[config.mk]
export PLATFORM = sky130hd
export DESIGN_NAME = output_relay_matrix_latch
export DESIGN_NICKNAME = d
export VERILOG_FILES = /design/src/design/output_relay_matrix_latch.v
export VERILOG_INCLUDE_DIRS = /design/src /design/src/inc
export SDC_FILE = /design/constraint.sdc
export NUM_CORES = 1
export LEC_CHECK = 0
export BUFFER_PORTS_ARGS = -buffer_cell sky130_fd_sc_hd__buf_2
export CORE_AREA = 2 2 188 190
export DETAILED_ROUTE_END_ITERATION = 10
export DIE_AREA = 0 0 190 192
export SYNTH_ARGS = -nofsm -noshare
export SYNTH_HDL_FRONTEND = slang
export SYNTH_SLANG_ARGS = --single-unit
[constraint.sdc]
create_clock -name clk -period 6.6 [get_ports clk]
set_input_delay 0.66 -clock clk [delete_from_list [all_inputs] [get_ports clk]]
set_output_delay 0.66 -clock clk [all_outputs]
set_load 0.01 [all_outputs]
[src/inc/relay_matrix_defines.vh]
`ifndef RELAY_MATRIX_DEFINES_VH
`define RELAY_MATRIX_DEFINES_VH
// force timeout; 48-bit operands so the cycle product cannot wrap at 32 bits
`define FORCE_TIMEOUT_MIN 48'h0000_0000_0005
`define SEC_PER_MIN 48'h0000_0000_003C
`define CLK_FREQ_HZ 48'h0000_0EE6_B280
`define FORCE_TIMEOUT_CYCLES (`FORCE_TIMEOUT_MIN * `SEC_PER_MIN * `CLK_FREQ_HZ)
`define FORCE_CNT_RESET 48'h0000_0000_0000
`define COIL_OFF 1'h0
`define COIL_ON 1'h1
`endif

[src/design/output_relay_matrix_latch.v]
// Overview of operation
// - any internal source can be routed to any output coil through a configurable matrix.
// - each output is driven by the matrix, by a logic function output, or by test forcing.
// - each output has its own latched or non-latched setting.
// - force requests are ignored unless the force enable was set beforehand.
// - each output state reads as one for an energized coil and zero for de-energized.
// - the reported state means coil energization regardless of normally open or closed contacts.
// - latched states are cleared by a release from the enter key or from the setting tool.
// - the release-all-latches command is accepted only while a password session is active.
// - every logic function output is a matrix source automatically.
// - the force flag and all forced outputs clear after a five-minute timeout.
`include "relay_matrix_defines.vh"
`default_nettype none

module output_relay_matrix_latch #(
  parameter NUM_SRC = 16,
  parameter NUM_LOGIC = 8,
  parameter NUM_OUT = 16,
  parameter [47:0] FORCE_TIMEOUT_CYCLES = `FORCE_TIMEOUT_CYCLES
) (
  // clock and reset
  input wire clk,
  input wire reset,
  // internal signals and logic outputs
  input wire [NUM_SRC-1:0] src_in,
  input wire [NUM_LOGIC-1:0] logic_in,
  // routing configuration, row per output
  input wire [NUM_OUT*(NUM_SRC+NUM_LOGIC)-1:0] matrix_cfg,
  input wire [NUM_OUT-1:0] latch_cfg,
  // operator controls
  input wire enter_key_release,
  input wire tool_release,
  input wire release_all,
  input wire password_ok,
  input wire force_enable_set,
  input wire force_enable_clear,
  input wire force_write,
  input wire [NUM_OUT-1:0] force_value,
  // coils and status
  output wire [NUM_OUT-1:0] coil_out,
  output reg [NUM_OUT-1:0] coil_state_reg,
  output reg force_flag_reg
);

localparam NSEL = NUM_SRC + NUM_LOGIC;

// force control states; the flag is up in every state but the first
localparam [1:0] FORCE_OFF = 2'h0;
localparam [1:0] FORCE_ARMED = 2'h1;
localparam [1:0] FORCE_DRIVING = 2'h2;

////////////////////////////////////////////////////////////////////////////
// one matrix row against the joined source list
function route_hit;
  input [NSEL-1:0] row;
  input [NSEL-1:0] sources;
  begin
    route_hit = |(row & sources);
  end
endfunction

// last cycle of the force window; a limit of zero is not supported
function window_done;
  input [47:0] count;
  input [47:0] limit;
  begin
    window_done = (count >= limit - 48'h0000_0000_0001);
  end
endfunction

// coil energization for one output; forcing overrides routing and latching
function coil_level;
  input forced;
  input forced_bit;
  input latch_bit;
  input routed_bit;
  input held_bit;
  begin
    if (forced) begin
      coil_level = forced_bit;
    end else if (latch_bit) begin
      coil_level = routed_bit | held_bit;
    end else begin
      coil_level = routed_bit;
    end
  end
endfunction

////////////////////////////////////////////////////////////////////////////
// force control
reg [1:0] force_state_reg;
reg [1:0] force_state_next;
reg force_flag_next;
reg [47:0] force_cnt_reg;
reg [47:0] force_cnt_next;
reg [NUM_OUT-1:0] forced_val_reg;
reg [NUM_OUT-1:0] forced_val_next;

// latch and coil paths
reg [NUM_OUT-1:0] latched_reg;
reg [NUM_OUT-1:0] latched_next;
reg [NUM_OUT-1:0] coil_state_next;
reg [NUM_OUT-1:0] routed;
reg [NUM_OUT-1:0] drive;

// matrix and strobes
wire [NSEL-1:0] all_src;
wire release_req;
wire timeout;
wire forcing;
integer i;
integer k;

// logic outputs join the source list without any configuration step
assign all_src = {logic_in, src_in};

// release-all only under an active password session; key and tool releases need none
assign release_req = enter_key_release | tool_release | (release_all & password_ok);

assign timeout = window_done(force_cnt_reg, FORCE_TIMEOUT_CYCLES);
assign forcing = (force_state_reg == FORCE_DRIVING);

////////////////////////////////////////////////////////////////////////////
always @* begin
  for (i = 0; i < NUM_OUT; i = i + 1) begin
    routed[i] = route_hit(matrix_cfg[i*NSEL +: NSEL], all_src);
  end
end

// new activation wins over a release in the same cycle, so no trip is lost
always @* begin
  latched_next = release_req ? {NUM_OUT{`COIL_OFF}} : latched_reg;
  latched_next = latched_next | (routed & latch_cfg);
end

always @* begin
  for (k = 0; k < NUM_OUT; k = k + 1) begin
    drive[k] = coil_level(forcing, forced_val_reg[k], latch_cfg[k],
      routed[k], latched_reg[k]);
  end
end

// coil level is energization, not contact position
assign coil_out = drive;

always @* begin
  coil_state_next = drive;
end

////////////////////////////////////////////////////////////////////////////
// clear beats set, set beats the timeout and restarts the window
always @* begin
  force_state_next = force_state_reg;
  force_cnt_next = force_cnt_reg;
  forced_val_next = forced_val_reg;
  case (force_state_reg)
    FORCE_OFF: begin
      force_cnt_next = `FORCE_CNT_RESET;
      // flag must already be set; a write in the enabling cycle is dropped
      if (force_enable_set && !force_enable_clear) begin
        force_state_next = FORCE_ARMED;
      end
    end
    FORCE_ARMED, FORCE_DRIVING: begin
      if (force_enable_clear) begin
        force_state_next = FORCE_OFF;
        force_cnt_next = `FORCE_CNT_RESET;
      end else if (timeout && !force_enable_set) begin
        force_state_next = FORCE_OFF;
        force_cnt_next = `FORCE_CNT_RESET;
      end else begin
        if (force_enable_set) begin
          force_cnt_next = `FORCE_CNT_RESET;
        end else begin
          force_cnt_next = force_cnt_reg + 48'h0000_0000_0001;
        end
        if (force_write) begin
          force_state_next = FORCE_DRIVING;
          forced_val_next = force_value;
        end
      end
    end
    default: begin
      force_state_next = FORCE_OFF;
      force_cnt_next = `FORCE_CNT_RESET;
    end
  endcase
  force_flag_next = (force_state_next != FORCE_OFF);
end

////////////////////////////////////////////////////////////////////////////
always @(posedge clk) begin
  if (reset) begin
    latched_reg <= {NUM_OUT{`COIL_OFF}};
  end else begin
    latched_reg <= latched_next;
  end
end

always @(posedge clk) begin
  if (reset) begin
    coil_state_reg <= {NUM_OUT{`COIL_OFF}};
  end else begin
    coil_state_reg <= coil_state_next;
  end
end

// forcing is dropped by reset as well as by the timeout
always @(posedge clk) begin
  if (reset) begin
    force_state_reg <= FORCE_OFF;
    force_flag_reg <= 1'h0;
    force_cnt_reg <= `FORCE_CNT_RESET;
    forced_val_reg <= {NUM_OUT{`COIL_OFF}};
  end else begin
    force_state_reg <= force_state_next;
    force_flag_reg <= force_flag_next;
    force_cnt_reg <= force_cnt_next;
    forced_val_reg <= forced_val_next;
  end
end

endmodule // output_relay_matrix_latch

`default_nettype wire

# == Yosys cells after proc, flatten, opt, wreduce, memory -nomap -nowiden ==
# Index checks and enable logic that the tools add are counted.
# totals
regBits,99
input_bits,449
output_inout_bits,33
wordCells,113
# classes
n_addsub,1
order_cmp,1
n_eq_ne,2
n_mux,38
bitwise,40
reduce_logical,25
# ops
op,n
$and A24 B24 Y24,16
$reduce_or A24 Y1,16
$add A48 B1 Y48 const B,1
$ge A48 B37 Y1 const B,1
$mux W1,32
$or A1 B1 Y1,18
$and A16 B16 Y16,1
$mux W16,1
$or A16 B16 Y16,1
$mux W2,4
$reduce_or A5 Y1,1
$pmux W2 S2,1
$reduce_and A4 Y1,1
$not A1 Y1,3
$eq A2 B1 Y1 const B,1
$eq A2 B2 Y1 const B,1
$logic_and A1 B1 Y1,2
$logic_not A1 Y1,2
$logic_not A2 Y1,1
$reduce_bool A2 Y1,1
$reduce_or A2 Y1,1
$and A1 B1 Y1,1

# == Depth between registers and ports, before layout ==
# logic_depth
word_depth,6
depth_mapped,9
mapped_depth_nobuf,7

# == Worst setup path after synthesis ==
# Ideal clock, no wire load.
# synth_timing
kind,input port to output port
start,input src_in[3]
end,output coil_out[8]
t_arrival_ps,1828
required_ps,5940
slack_ps,4112
path_stages,7
n_path_buf,2
path_cell_list,clkbuf_1 > clkbuf_1 > a22oi_1 > nand4_1 > nor3_1 > nand2_1 > mux2_2
# synth_between
elab_chain_cells,5
# synth_rtl
element,line,rtl
start: declaration,output_relay_matrix_latch.v:25,"input wire [NUM_SRC-1:0] src_in,"
$and A24 B24 Y24 (*),output_relay_matrix_latch.v:58,route_hit = |(row & sources);
$reduce_or A24 Y1 (*),output_relay_matrix_latch.v:58,
$or A1 B1 Y1,output_relay_matrix_latch.v:82,coil_level = routed_bit | held_bit;
$mux W1 (*),output_relay_matrix_latch.v:81,end else if (latch_bit) begin
$mux W1 (*),output_relay_matrix_latch.v:79,if (forced) begin
end: declaration,output_relay_matrix_latch.v:40,"output wire [NUM_OUT-1:0] coil_out,"
# Every way passes the cells marked *; elsewhere a longest branch is shown, timed or not.

# == Worst setup path after layout ==
# layout_timing
start,input logic_in[7]
end,output coil_out[12]
# layout_between
elab_chain_cells,5
# layout_rtl
element,line,rtl
start: declaration,output_relay_matrix_latch.v:26,"input wire [NUM_LOGIC-1:0] logic_in,"
$and A24 B24 Y24 (*),output_relay_matrix_latch.v:58,
$reduce_or A24 Y1 (*),output_relay_matrix_latch.v:58,
$or A1 B1 Y1,output_relay_matrix_latch.v:82,
$mux W1 (*),output_relay_matrix_latch.v:81,
$mux W1 (*),output_relay_matrix_latch.v:79,
# Marked as above.

==> results.yml <==
status:
  status: "finished, final reports clean"
global_routing:
  grt_max_degree: 51
  use_met2: 0.3544
  met3_usage: 0.08990
  grt-busiest-layer: "met2"
  grt_pass1_wl_mm: 55.61
  antenna_found_initial: 11
  grt_util_all_layers: 0.2138
  grt_pass1_vias: 8477
  use_met1: 0.2330
  overflow: 0
power_and_ir_drop:
  power.total_w: 0.001506
  vdd_drop_max_mv: 0.1560
  power.density_nw_per_um2: 165.7
  p_leak_nw: 3.950
yosys:
  synth.distinct_cells: 44
  netlist_area_sq_um: 6005
  synthArstFlopShare: 0
  synth_edf_count: 0
  yosysTopAreaCell: "dfxtp_1"
  synth_seq_cells: 99
  syn_avg_cell_area_sq_um: 8.114
  synthFlopType: "dfxtp_1"
  synthTopCellsByArea: "dfxtp_1 (33%), a22oi_1 (24%), nand4_1 (5.5%)"
  synth_top_area_frac: 0.3301
  synthCells: 740
  yosys_warnings: 0
  ys_seq_area_frac: 0.3301
clocking:
  cts_buffer_depth: 2
  cts_root_buffer: "clkbuf_16"
  clkTransAtPathRegs_ns: 0.07
  clk_latency_ns: 0.34
  numCtsBuffers: 9
  htreeDepth: 3
  cts_sinks: 99
  cts_tree: "done"
  ctsHoldBuffers: 0
  post_cts_resize_count: 0
  post_cts_buffers: 0
setup_path:
  cp_num_cells: 7
  rr_worst_depth: 8
  critical_path_class: "primary input to output pin"
  crit_chain: "buf_2, a22oi_1, nand4_1, nor3_1, nand2_1, mux2_2, buf_2"
  cpPeakStageDelay_ns: 0.63
  arrival_ns: 2.70
  critPathCaptureType: "output pin"
  cp-start-kind: "primary input"
  critPathMaxFanout: 16
  cp.buffers_inverters: 2
  cp.required_ns: 5.94
  crit_slowest_cell: "nor3_1"
  timing.critical_path.mode_cell: "buf_2"
  cp_top_family: "simple AND/OR/NAND/NOR gates"
drt:
  wl_per_cell_um: 24.75
  dr_total_vias: 8362
  routed_wl_mm: 40.79
  drtPass1Iterations: 6
  vias_per_cell: 5.074
  antenna_left: 0
  first_iter_violations: 773
  drc_errors: 0
sta:
  worstMarginPinSlew_ns: 1.069
  fin_tns_setup_ns: 0
  rsz0062_at_grt: "false"
  finClkSkew_ns: 0.007650
  min_period_ns: 3.356
  fin_ws_ns: 3.244
  setup_violations: 0
  hold_viol: 0
  slew_violations: 0
  fin_crit_sh: 0.5086
  max_slew_margin: 0.2873
  fmax_ghz: 0.2979
layout:
  regArea_sq_um: 1982
  fin_nets: 1637
  layout-drive-gt1-share: 0.4377
  multiInputGateArea_sq_um: 3794
  n_fill_cell: 3827
  area_growth_pct: 51.34
  fin_util: 0.2650
  largest_reg_flops: 48
min_path:
  holdCritPathClass: "flop to flop"
  whs_path_depth: 1
floorplan:
  die_height_um: 192
  start_util: 0.1751
  core.rowCount: 68
  die_x_um: 190
  pin_count: 482
  core_area_sq_um: 34290
  dieArea_sq_um: 36480
placed_design:
  dp_hpwl_mm: 32.89
  place_congestion: 1.060
  portBuffers: 481
  post-place-ws_ns: 3.180
run:
  cap_violations: 0
-- report_power, final --
part           total, W  internal [W]  switching [W]
registers      0.000621      0.000614     0.00000624
clock network  0.000524      0.000292       0.000231
logic          0.000362      0.000158       0.000204
total           0.00151       0.00107       0.000441
-- routing by layer --
layer,up-vias,part of all wire
li1,3698,-
met1,3870,0.37
met2,644,0.45
met3,138,0.12
met4,12,0.058
met5,-,0.0022
-- synth_stat cells (3+ instances only) --
master	instances
inv_1	4
a21oi_1	17
clkbuf_1	55
nor2_1	65
mux2i_1	16
dfxtp_1	99
nand2_1	71
xnor2_1	13
mux2_2	16
nand3_1	13
and3_1	9
nor4_1	5
nand2b_1	19
nor2b_1	16
a22oi_1	192
nor3_1	18
xor2_1	21
nand4_1	53
buf_2	3
o21ai_0	4
ha_1	4
-- worst paths after layout --
kind / endpoint / slack (ns) / from
worst max register to register: forced_val_reg[10] / 4.01 / force_cnt_reg[31]
worst min-delay path: force_cnt_reg[0] / 0.45 / force_cnt_reg[0]
worst max-delay path: coil_out[12] / 3.24 / logic_in[7]
worst min register to register: force_cnt_reg[0] / 0.45 / force_cnt_reg[0]
-- layout make-up --
class                   count  area share
inverters                   4    0.001652
flip-flops and latches     99      0.2181
clock buffers              11     0.02561
repair buffers            484      0.2674
well taps                 455     0.06265
diodes                      5    0.001377
clock inverters             4    0.005783
multi-input cells         586      0.4175
-- stage by stage --
stage / cell area (sq um) / cells / hold WS (ns)
finish: 9087 / 1648 / 0.4536
global route: 9077 / 1644 / 0.4744
CTS: 9075 / 1643 / 0.4543
detailed placement: 8790 / 1628 / 0.4395
global placement: 8790 / 1628 / 0.4278
floorplan: 6042 / 750 / 0.4176
-- cells in the final DEF, fill, tap and decap left out, types with 3 or more instances in the layout --
cell,count
conb_1,11
inv_1,4
clkbuf_16,9
o21ai_0,4
nor2_1,65
nand2_1,71
nand2b_1,19
dfxtp_1,99
xnor2_1,13
nor4_1,5
and3_1,9
nand4_1,53
mux2i_1,16
a22oi_1,192
a21oi_1,17
buf_2,481
nor3_1,18
buf_4,3
diode_2,5
mux2_2,16
nor2b_1,16
clkinvlp_4,3
nand3_1,13
ha_1,4
xor2_1,21
-- kinds of logic after synthesis --
family / share of synthesized area
and+or+nand+nor: 0.2382
muxes: 0.05668
xor gates and xnor gates: 0.04959
other: 0.0006245
AOI/OAI and AO/OA: 0.2713
adders and majority gates: 0.008335
DFF: 0.3301
buffers and inverters: 0.04522
No activity file was read; power rests on OpenSTA's default activity.
